## config.mk

```make
export PLATFORM = sky130hd
export DESIGN_NAME = dra_receive_realigner
export DESIGN_NICKNAME = d
export VERILOG_FILES = /design/src/hdl/dummy_none.sv /design/src/hdl/dra_pkg.sv /design/src/hdl/dra_receive_realigner.sv
export SDC_FILE = /design/constraint.sdc
export NUM_CORES = 1
export LEC_CHECK = 0
export ABC_CLOCK_PERIOD_IN_PS = 6100
export BUFFER_PORTS_ARGS = -buffer_cell sky130_fd_sc_hd__buf_2
export CAP_MARGIN = 30
export CORE_MARGIN = 3
export CORE_UTILIZATION = 30
export DETAILED_ROUTE_END_ITERATION = 8
export GPL_TIMING_DRIVEN = 0
export PLACE_DENSITY = 0.48
export SYNTH_ARGS = -nofsm -noshare
export SYNTH_HDL_FRONTEND = slang
export SYNTH_HIERARCHICAL = 1
export SYNTH_SLANG_ARGS = --single-unit
export TNS_END_PERCENT = 10
```

## constraint.sdc

```tcl
create_clock -name MCLK -period 6.1 [get_ports MCLK]
set_clock_uncertainty 0.1 [all_clocks]
set_input_delay 0.61 -clock MCLK [delete_from_list [all_inputs] [get_ports MCLK]]
set_output_delay 0.61 -clock MCLK [all_outputs]
set_load 0.005 [all_outputs]
```

## src/hdl/dummy_none.sv

```systemverilog
// no further logic; kept empty
`timescale 1ns/1ns

```

## src/hdl/dra_pkg.sv

```systemverilog
// constants and types of the dynamic phase alignment receive realigner
// How it works
// - forwarded clock multiplied by W, but ph stops at PH_LAST, so only the first of W bits per source period is sampled
// - eight phases; channel locks nearest data phase
// - phase step is one eighth bit period
// - phase choice automatic, continuous, per channel
// - every data transition seen at a phase tick measures and corrects drift
// - four deep, J wide synchronizer FIFO
// - FIFO clocks share frequency; no flags needed
// - aligned phase does not fix word boundary
// - realignment per channel on parallel data
// - each request rising edge shifts one bit
// - unused realigner only adds register latency
// - request comes from pin or logic
// - word width 8 or 10, slips wrap
// - counter wraps past n-1, word from third register
package dra_pkg;
  // link timing figures
  localparam int LINK_RATE_MBPS = 1000;
  localparam int RESOLUTION_PS = 125;
  localparam int BIT_PERIOD_PS = 1000000 / LINK_RATE_MBPS;
  localparam int PHASES = BIT_PERIOD_PS / RESOLUTION_PS;
  localparam int PH_W = $clog2(PHASES);
  localparam logic [PH_W-1:0] PH_CENTER = PH_W'(PHASES / 2);
  localparam logic [PH_W-1:0] PH_ONE = PH_W'(1);
  // source period measurement width in system clocks
  localparam int PER_W = 8;
  localparam logic [PER_W-1:0] PER_MAX = {PER_W{1'b1}};
  // synchronizer FIFO layout
  localparam int FIFO_DEPTH = 4;
  localparam int FIFO_AW = 2;
  localparam logic [FIFO_AW-1:0] WR_START = 2'h2;
  localparam logic [FIFO_AW-1:0] FIFO_GAP = 2'h3;
  // global read enable trails the parallel write enable by this
  localparam int RD_LAG = 2;
  // lock state machine
  typedef enum logic [1:0] {
    DRA_HUNT = 2'b00,
    DRA_LOCK = 2'b01
  } dra_lock_e;
endpackage

```

## src/hdl/dra_receive_realigner.sv

```systemverilog
// phase alignment, deserializer, synchronizer FIFO and bit-slip realigner
`timescale 1ns/1ns

// small valid/ready buffer that absorbs receiver stalls
module dra_buf #(
  parameter int WIDTH = 10,
  parameter int DEPTH = 2
) (
  input wire logic clk,
  input wire logic rst,
  input wire logic [WIDTH-1:0] in_data,
  input wire logic in_valid,
  output logic in_ready,
  output logic [WIDTH-1:0] out_data,
  output logic out_valid,
  input wire logic out_ready
);
  localparam int AW = (DEPTH > 1) ? $clog2(DEPTH) : 1;
  localparam logic [AW:0] CNT_FULL = (AW+1)'(DEPTH);
  localparam logic [AW-1:0] LAST = AW'(DEPTH - 1);
  logic [WIDTH-1:0] mem [DEPTH];
  logic [AW-1:0] wp, rp, next_wp, next_rp;
  logic [AW:0] cnt, next_cnt;
  logic push, pop;
  // handshakes and pointer updates
  always_comb begin
    push = in_valid && in_ready;
    pop = out_valid && out_ready;
    next_wp = push ? ((wp == LAST) ? '0 : wp + 1'b1) : wp;
    next_rp = pop ? ((rp == LAST) ? '0 : rp + 1'b1) : rp;
    next_cnt = cnt + (AW+1)'(push) - (AW+1)'(pop);
  end
  assign in_ready = (cnt != CNT_FULL);
  assign out_valid = (cnt != '0);
  assign out_data = mem[rp];
  // storage and pointers
  always_ff @(posedge clk) begin
    if (rst) begin
      wp <= '0;
      rp <= '0;
      cnt <= '0;
      for (int i = 0; i < DEPTH; i++) begin
        mem[i] <= '0;
      end
    end else begin
      wp <= next_wp;
      rp <= next_rp;
      cnt <= next_cnt;
      if (push) begin
        mem[wp] <= in_data;
      end
    end
  end
endmodule

module dra_receive_realigner
  import dra_pkg::*;
#(
  parameter int W = 1,
  parameter int J = 10,
  parameter int LOCK_HITS = 16
) (
  input wire logic MCLK,
  input wire logic RST,
  input wire logic SRC_CLK,
  input wire logic SER_DATA,
  input wire logic SLIP_REQ,
  output logic [J-1:0] OUT_DATA,
  output logic OUT_VALID,
  input wire logic OUT_READY,
  output logic LOCKED,
  output logic [PH_W-1:0] PHASE_SEL
);
  localparam int CW = $clog2(J);
  localparam logic [PER_W-1:0] STEP = PER_W'(W * PHASES);
  localparam logic [CW-1:0] CNT_LAST = CW'(J - 1);
  localparam logic [CW:0] J_SH = (CW+1)'(J);
  localparam logic [7:0] HITS_LAST = 8'(LOCK_HITS - 1);
  localparam logic [PH_W-1:0] PH_LAST = PH_W'(PHASES - 1); // no wrap
  // elaboration checks
  if (!(J == 8 || J == 10)) begin : g_bad_j
    $error("word width must be 8 or 10");
  end
  if (W < 1 || W * PHASES > 127) begin : g_bad_w
    $error("multiplier out of range");
  end
  if (LOCK_HITS < 1 || LOCK_HITS > 256) begin : g_bad_hits
    $error("lock hit count out of range");
  end
  // pin synchronizers
  logic src_s1, src_s2, src_s3;
  logic dat_s1, dat_s2;
  logic slp_s1, slp_s2;
  always_ff @(posedge MCLK) begin
    if (RST) begin
      {src_s1, src_s2, src_s3} <= 3'h0;
      {dat_s1, dat_s2} <= 2'h0;
      {slp_s1, slp_s2} <= 2'h0;
    end else begin
      src_s1 <= SRC_CLK;
      src_s2 <= src_s1;
      src_s3 <= src_s2;
      dat_s1 <= SER_DATA;
      dat_s2 <= dat_s1;
      slp_s1 <= SLIP_REQ;
      slp_s2 <= slp_s1;
    end
  end
  logic src_rise;
  assign src_rise = src_s2 && !src_s3;
  // clock multiplier: period meter and eighth-bit tick generator
  logic [PER_W-1:0] per_cnt, per, acc;
  logic [PER_W-1:0] next_per_cnt, next_per, next_acc;
  logic [PH_W-1:0] ph, next_ph;
  logic tick, next_tick;
  logic [PER_W:0] sum;
  always_comb begin
    next_per_cnt = (per_cnt == PER_MAX) ? per_cnt : per_cnt + 1'b1;
    next_per = per;
    sum = {1'b0, acc} + {1'b0, STEP};
    next_acc = acc;
    next_ph = ph;
    next_tick = 1'b0;
    if (src_rise) begin
      next_per_cnt = '0;
      next_per = per_cnt;
      next_acc = '0;
      next_ph = '0;
      next_tick = 1'b1;
    end else if (per != '0 && ph != PH_LAST && sum >= {1'b0, per}) begin
      next_acc = PER_W'(sum - {1'b0, per});
      next_ph = ph + PH_ONE;
      next_tick = 1'b1;
    end else if (per != '0 && ph != PH_LAST) begin
      next_acc = PER_W'(sum);
    end
  end
  always_ff @(posedge MCLK) begin
    if (RST) begin
      per_cnt <= '0;
      per <= '0;
      acc <= '0;
      ph <= '0;
      tick <= 1'b0;
    end else begin
      per_cnt <= next_per_cnt;
      per <= next_per;
      acc <= next_acc;
      ph <= next_ph;
      tick <= next_tick;
    end
  end
  // phase detector and selector, lock tracking
  logic prev_samp, next_prev_samp;
  logic [PH_W-1:0] sel, next_sel, target, diff;
  logic [7:0] hits, next_hits;
  dra_lock_e lst, next_lst;
  logic edge_seen, near;
  always_comb begin
    edge_seen = tick && (dat_s2 != prev_samp);
    target = ph + PH_CENTER;
    diff = target - sel;
    near = (diff == '0) || (diff == PH_ONE) || (diff == -PH_ONE); // one step
    next_prev_samp = tick ? dat_s2 : prev_samp;
    next_sel = sel;
    next_hits = hits;
    next_lst = lst;
    if (edge_seen && diff != '0) begin
      // one eighth-bit step toward the eye centre
      next_sel = (diff < PH_CENTER) ? sel + PH_ONE : sel - PH_ONE;
    end
    case (lst)
      DRA_HUNT: begin
        if (edge_seen && near) begin
          next_hits = hits + 1'b1;
          if (hits == HITS_LAST) begin
            next_lst = DRA_LOCK;
          end
        end else if (edge_seen) begin
          next_hits = '0;
        end
      end
      DRA_LOCK: begin
        if (edge_seen && !near) begin
          next_lst = DRA_HUNT;
          next_hits = '0;
        end
      end
      default: begin
        next_lst = DRA_HUNT;
        next_hits = '0;
      end
    endcase
  end
  always_ff @(posedge MCLK) begin
    if (RST) begin
      prev_samp <= 1'b0;
      sel <= '0;
      hits <= '0;
      lst <= DRA_HUNT;
    end else begin
      prev_samp <= next_prev_samp;
      sel <= next_sel;
      hits <= next_hits;
      lst <= next_lst;
    end
  end
  assign LOCKED = (lst == DRA_LOCK);
  assign PHASE_SEL = sel;
  // deserializer on the selected phase; word strobe is the parallel clock
  logic [J-1:0] shreg, next_shreg;
  logic [CW-1:0] bcnt, next_bcnt;
  logic par_en, next_par_en;
  always_comb begin
    next_shreg = shreg;
    next_bcnt = bcnt;
    next_par_en = 1'b0;
    if (tick && ph == sel) begin
      next_shreg = {dat_s2, shreg[J-1:1]};
      next_bcnt = (bcnt == CNT_LAST) ? '0 : bcnt + 1'b1;
      next_par_en = (bcnt == CNT_LAST);
    end
  end
  always_ff @(posedge MCLK) begin
    if (RST) begin
      shreg <= '0;
      bcnt <= '0;
      par_en <= 1'b0;
    end else begin
      shreg <= next_shreg;
      bcnt <= next_bcnt;
      par_en <= next_par_en;
    end
  end
  // synchronizer FIFO, written on parallel, read on global read clock
  logic [J-1:0] fifo_mem [FIFO_DEPTH];
  logic [FIFO_AW-1:0] wr, rd, next_wr, next_rd;
  logic [RD_LAG-1:0] lag, next_lag;
  logic global_read_clock;
  always_comb begin
    next_lag = {lag[RD_LAG-2:0], par_en};
    next_wr = par_en ? wr + 1'b1 : wr;
    next_rd = global_read_clock ? rd + 1'b1 : rd;
  end
  assign global_read_clock = lag[RD_LAG-1];
  always_ff @(posedge MCLK) begin
    if (RST) begin
      lag <= '0;
      wr <= WR_START;
      rd <= '0;
      for (int i = 0; i < FIFO_DEPTH; i++) begin
        fifo_mem[i] <= '0;
      end
    end else begin
      lag <= next_lag;
      wr <= next_wr;
      rd <= next_rd;
      if (par_en) begin
        fifo_mem[wr] <= shreg;
      end
    end
  end
  // bit-slip realigner, always in the data path
  logic [J-1:0] reg2, reg3, next_reg2, next_reg3;
  logic [J-1:0] word, next_word;
  logic [CW-1:0] cnt, next_cnt;
  logic slip_prev, next_slip_prev, pend, next_pend, slip_rise;
  logic push, next_push, buf_ready, adv;
  logic [2*J-1:0] pair;
  logic [CW:0] sh;
  always_comb begin
    adv = global_read_clock && buf_ready;
    slip_rise = par_en && slp_s2 && !slip_prev;
    next_slip_prev = par_en ? slp_s2 : slip_prev;
    next_reg2 = reg2;
    next_reg3 = reg3;
    next_cnt = cnt;
    next_pend = pend;
    if (adv) begin
      next_reg2 = reg3;
      next_reg3 = fifo_mem[rd];
      if (pend) begin
        next_cnt = (cnt == CNT_LAST) ? '0 : cnt + 1'b1;
        next_pend = 1'b0;
      end
    end
    if (slip_rise) begin
      next_pend = 1'b1;
    end
    // window of J bits ending at the slip count; zero count is reg3
    pair = {next_reg3, next_reg2};
    sh = J_SH - (CW+1)'(next_cnt);
    next_word = adv ? J'(pair >> sh) : word;
    next_push = adv;
  end
  always_ff @(posedge MCLK) begin
    if (RST) begin
      reg2 <= '0;
      reg3 <= '0;
      word <= '0;
      cnt <= '0;
      slip_prev <= 1'b0;
      pend <= 1'b0;
      push <= 1'b0;
    end else begin
      reg2 <= next_reg2;
      reg3 <= next_reg3;
      word <= next_word;
      cnt <= next_cnt;
      slip_prev <= next_slip_prev;
      pend <= next_pend;
      push <= next_push;
    end
  end
  // output buffer toward the user
  dra_buf #(.WIDTH(J), .DEPTH(2)) u_buf (
    .clk(MCLK),
    .rst(RST),
    .in_data(word),
    .in_valid(push),
    .in_ready(buf_ready),
    .out_data(OUT_DATA),
    .out_valid(OUT_VALID),
    .out_ready(OUT_READY)
  );
endmodule

```

==> results of run 1 <==
-- worst max-delay path by stage --
stage / end / slack (ns) / startpoint / depth (start not counted)
5_1_grt: word[8] / 2.06 / u_buf/cnt[0] / 14
3_3_place_gp: word[8] / 2.42 / u_buf/cnt[0] / 14
6_report: word[8] / 2.38 / u_buf/cnt[0] / 14
3_5_place_dp: word[8] / 2.45 / u_buf/cnt[0] / 14
2_1_floorplan: word[6] / 3.12 / u_buf/cnt[0] / 13
4_1_cts: word[8] / 2.42 / u_buf/cnt[0] / 14
-- critical path: stages, from the launching register on --
cell and delay, ns:
dfxtp_1 0.37, nand2b_4 0.23, buf_4 0.24, nand4_2 0.20, nor3_1 0.24, a21o_1 0.12, ha_1 0.25, clkbuf_1 0.18
inv_1 0.12, clkbuf_1 0.41, nor2_1 0.17, a22o_1 0.21, a221oi_1 0.41, a222oi_1 0.22, nor3_1 0.16
-- per-stage QoR --
step	hold WS [ns]	worst slack, ns
3_3_place_gp	0.324	2.42
5_1_grt	0.263	2.06
6_report	0.280	2.38
4_1_cts	0.257	2.42
2_1_floorplan	0.314	3.12
3_5_place_dp	0.332	2.45
-- metal layers --
layer  track usage (%)  up-vias  routed length, µm
met5                 0        -                  0
met4              4.45        0                301
met3              2.29       24                572
met2              21.0      102               8810
met1              18.3     2934               9780
li1                  -     3184                  -
-- registers in the layout (all words and copies together), names as in the netlist, 8 cells and up, named ones only --
name,flops
fifo_mem,40
per,8
u_buf/mem,20
hits,8
reg3,10
reg2,10
per_cnt,8
shreg,10
acc,8
word,10
-- cells in the mapped netlist (11+ instances only) --
| cell | n |
|---|---|
| nand3_1 | 27 |
| nand2b_1 | 18 |
| mux2i_1 | 51 |
| nor2b_1 | 22 |
| ha_1 | 19 |
| xor2_1 | 16 |
| o21ai_0 | 17 |
| clkbuf_1 | 24 |
| nor2_1 | 129 |
| xnor2_1 | 15 |
| edfxtp_1 | 60 |
| a21oi_1 | 47 |
| dfxtp_1 | 113 |
| mux2_2 | 14 |
| nor3_1 | 11 |
| and2_1 | 15 |
| inv_1 | 35 |
| nand2_1 | 80 |
-- cell type report --
cell class              count  area share (%)
well taps                 378            4.89
clock buffers              18            4.44
clock inverters            14            1.48
flip-flops and latches    173            42.0
multi-input cells         625            42.5
repair buffers             21            1.09
plain buffers              42            2.17
inverters                  37            1.44
-- power by group through the flow --
| stage | Sequential [W] | Combinational, W | Clock, W |
|---|---|---|---|
| finish | 0.00123 | 0.000160 | 0.00107 |
| global route | 0.00123 | 0.000179 | 0.00115 |
| CTS | 0.00123 | 0.000163 | 0.00110 |
| detailed placement | 0.00126 | 0.000161 | 0 |
| global placement | 0.00126 | 0.000161 | 0 |
| floorplan | 0.00125 | 0.000115 | 0 |
-- logic make-up after synthesis --
logic type      Yosys count  share of synthesized area, %
xor+xnor                 34                          3.85
compound gates          150                          12.4
buf+inv                  79                          4.10
simple gates            350                          19.9
flops                   173                          47.7
mux                      70                          8.72
fa+ha+maj                21                          3.26
==> results.ini, run 1 <==
[hold_path]
min_from = SER_DATA
hold_end = dat_s1
min_path_cells = 2
worstHoldPathType = input port to flip-flop

[critical_path]
critPathCaptureType = flip-flop
rr_endpoint = word[8]
r2r_slack_ns = 2.38
reg2reg_from = u_buf/cnt[0]
rr_worst_depth = 14
critPathMaxFanout = 10
worstSetupStartpointType = flip-flop
required_ns = 6.35
crit_type = flip-flop to flip-flop
arrival_ns = 3.98

[cts]
clk_latency_ns = 0.44
cts_made_buffers = 17
cts_sinks = 173
post_cts_resized = 0
cts_tree = done
htree_levels = 4
clk_transition_reported_paths_ns = 0.07
cts_root_buf = clkbuf_16
cts_buffer_depth = 2
cts_setup_buffers = 0
hold_buffers = 0

[timing]
finalHoldViolations = 0
rsz0062_at_grt = false
post-route-period-util_pct = 61.1
slew_headroom_pct = 34.7
worst_pin_slew_ns = 0.973
max_freq_mhz = 268
slew_viol_final = 0
tns_ns = 0
setup_violations = 0
fin_crit_ns = 3.72

[power_and_ir_drop]
combinationalPowerShare_pct = 6.5
leakage_nw = 3.58
fin_total_pwr_w = 0.00246
p_int_w = 0.00183
powerDensity_nw_per_um2 = 255
clkPwrFrac_pct = 43.5
peakVddDrop_uv = 180
switchingPower_w = 0.000635
switching_share_pct = 25.8
seqPwrFrac_pct = 50.0

[drt]
vias_per_cell = 4.77
antenna_left = 0
wl_per_cell_um = 14.9
first_pass_iters = 6
wl_um = 19500
route.detailed.drc = 0
via_count = 6244
drt_iter0_markers = 363

[global_route]
grt_pass1_wl_um = 32700
grt_overflow = 0
grt_max_degree = 20
grt_antenna_before_repair = 0
grt_usage_pct = 13.2
grt_pass1_vias = 6126

[layout]
stdcell_area_um2 = 9670
nNetsFinal = 944
num-fill-cells = 2849
drive_gt1_share_pct = 11.4
fin_cells = 1308
antennaDiodeCount = 0
seq_area_um2 = 4060
syn2layout_area_growth_pct = 13.5
final_common_cell = nor2_1
multi_input_area_um2 = 4110
mostFrequentLayoutCells = nor2_1 (129), dfxtp_1 (113), nand2_1 (80)
fin_util_pct = 34.7

[logic_synthesis]
synthArstFlopShare_pct = 0
synth_edf_count = 60
synth_fp_nets = 904
synthFlopType = dfxtp_1
synth_cell_type_count = 85
synth_area_um2 = 8520
postSynthCellCount = 877
yosysTopAreaCellShare_pct = 26.6
ys_ff_latch = 173
seq_area_frac_synth_pct = 47.7
yosysTopAreaCell = dfxtp_1
yosysWarningCount = 6
avgSynthCellArea_um2 = 9.71
synth_area_leaders = dfxtp_1 (27%), edfxtp_1 (21%), mux2i_1 (6.0%)

[floorplanning]
placementRows = 61
fp.dieArea_um2 = 30500
coreArea_um2 = 27900
io_pins = 21
die_x_um = 175
die_height_um = 175
start_util_pct = 30.6

[job]
drv_cap = 0

[run_status]
outcome = finished clean

[place]
postPlaceCellArea_um2 = 9100
port_buffers = 20
place_hpwl_um = 14400
gp_congestion = 0.817
dp_cells = 1276

No activity file was read; power rests on OpenSTA's default activity.
==> inputs of run 2 (changes only) <==
- ABC_CLOCK_PERIOD_IN_PS: 6100 -> 3500
- clock period: 6.1 -> 3.5 ns (I/O delays scaled with it)
==> results.ini, run 2 (synthesis gave the netlist of run 1 again) <==
[run_status]
outcome = finished clean

[global_route]
grt_pass1_wl_um = 32700
grt_overflow = 0
grt_pass1_vias = 6120
grt_usage_pct = 13.2
grt_antenna_before_repair = 0
grt_max_degree = 20

[drt]
first_pass_iters = 5
drt_iter0_markers = 328
antenna_left = 0
via_count = 6208
route.detailed.drc = 0
vias_per_cell = 4.75
wl_per_cell_um = 15.0
wl_um = 19600

[critical_path]
critPathCaptureType = flip-flop
critPathMaxFanout = 10
worstSetupStartpointType = flip-flop
required_ns = 3.77
arrival_ns = 3.53
crit_type = flip-flop to flip-flop

[floorplanning]
fp.dieArea_um2 = 30500
die_x_um = 175
placementRows = 61
coreArea_um2 = 27900
start_util_pct = 30.6
io_pins = 21
die_height_um = 175

[layout]
multi_input_area_um2 = 4110
drive_gt1_share_pct = 11.8
nNetsFinal = 944
fin_util_pct = 34.8
antennaDiodeCount = 0
stdcell_area_um2 = 9690
largest_reg_flops = 40
fin_cells = 1308
mostFrequentLayoutCells = nor2_1 (129), dfxtp_1 (113), nand2_1 (80)
final_common_cell = nor2_1
num-fill-cells = 2848
seq_area_um2 = 4060
max_flop_register = fifo_mem
syn2layout_area_growth_pct = 13.7
largestRegisters = fifo_mem (40), u_buf/mem (20)

[power_and_ir_drop]
switching_share_pct = 25.8
switchingPower_w = 0.00111
leakage_nw = 3.59
clkPwrFrac_pct = 43.6
combinationalPowerShare_pct = 6.5
seqPwrFrac_pct = 49.9
p_int_w = 0.00319
peakVddDrop_uv = 313
powerDensity_nw_per_um2 = 443

[timing]
tns_ns = 0
slew_headroom_pct = 34.7
max_freq_mhz = 307
post-route-period-util_pct = 93.1
setup_violations = 0
slew_viol_final = 0
finalHoldViolations = 0
fin_crit_ns = 3.26
worst_pin_slew_ns = 0.973
rsz0062_at_grt = false

[place]
port_buffers = 20
gp_congestion = 0.817
postPlaceCellArea_um2 = 9100
place_hpwl_um = 14400
dp_cells = 1276

[cts]
cts_made_buffers = 17
cts_root_buf = clkbuf_16
clk_transition_reported_paths_ns = 0.07
cts_buffer_depth = 2
clk_latency_ns = 0.44
cts_sinks = 173
htree_levels = 4
cts_tree = done

[job]
drv_cap = 0

[hold_path]
worstHoldPathType = input port to flip-flop

[run 2: cell count changes in the layout (fill, tap and decap cells not counted)]
| cell | change |
|---|---|
| clkbuf_1 | -3 |
| a221oi_1 | -1 |
| a221oi_2 | +1 |
| clkbuf_2 | +1 |
| clkbuf_4 | +1 |
| dlygate4sd3_1 | +1 |
| ha_1 | -1 |
| ha_2 | +1 |
[run 2: power by group through the flow]
stage | combinational [W] | clock (W) | sequential (W)
floorplan | 0.000200 | 0 | 0.00218
global placement | 0.000281 | 0 | 0.00219
detailed placement | 0.000281 | 0 | 0.00219
CTS | 0.000284 | 0.00192 | 0.00214
global route | 0.000312 | 0.00201 | 0.00215
finish | 0.000279 | 0.00187 | 0.00214
[run 2: per-stage QoR]
stage | setup WS [ns] | hold slack, ns | total power (W)
2_1_floorplan | 0.523 | 0.314 | 0.00238
3_3_place_gp | -0.175 | 0.324 | 0.00247
3_5_place_dp | -0.153 | 0.332 | 0.00247
4_1_cts | 0.0234 | 0.00423 | 0.00435
5_1_grt | 0.0256 | 0.0231 | 0.00447
6_report | 0.243 | 0.0196 | 0.00429
[run 2: repair_timing]
item	in CTS	in global routing
gates cloned	0	0
buffers inserted	0	0
hold buffers	1	0
setup endpoints to repair	5	8
resized for setup	2	4
endpoints found under the hold margin	1	0
pin swaps	0	1
[run 2: cell type report]
cell class,instances,share of cell area [%]
multi-input combinational,625,42.5
timing repair buffer,22,1.19
inverter,37,1.43
tap,378,4.88
clock buffer,18,4.43
sequential,173,41.9
clock inverter,14,1.47
buffer,41,2.18
[run 2: critical path, stage by stage (launching register included)]
cell and delay (ns):
dfxtp_1 0.37, nand2b_4 0.24, buf_4 0.24, nand4_2 0.20
nor3_1 0.23, a21o_1 0.13, ha_2 0.32, inv_1 0.10
clkbuf_4 0.21, nor2_1 0.10, a221o_1 0.40, a221oi_1 0.34
a32o_1 0.21
[run 2: per-layer routing]
metal / wire [µm] / vias up / global-route usage [%]
met5: 0 / - / 0
met4: 352 / 0 / 4.45
met3: 511 / 28 / 2.29
met2: 8810 / 100 / 21.0
met1: 9900 / 2897 / 18.3
li1: - / 3183 / -
[run 2: final timing paths]
kind | from | to | slack, ns | depth (start not counted)
max | u_buf/cnt[0] | word[6] | 0.24 | 12
max reg2reg | u_buf/cnt[0] | word[6] | 0.24 | 12
min reg2reg | dat_s1 | dat_s2 | 0.34 | 1
min | SRC_CLK | src_s1 | 0.02 | 2
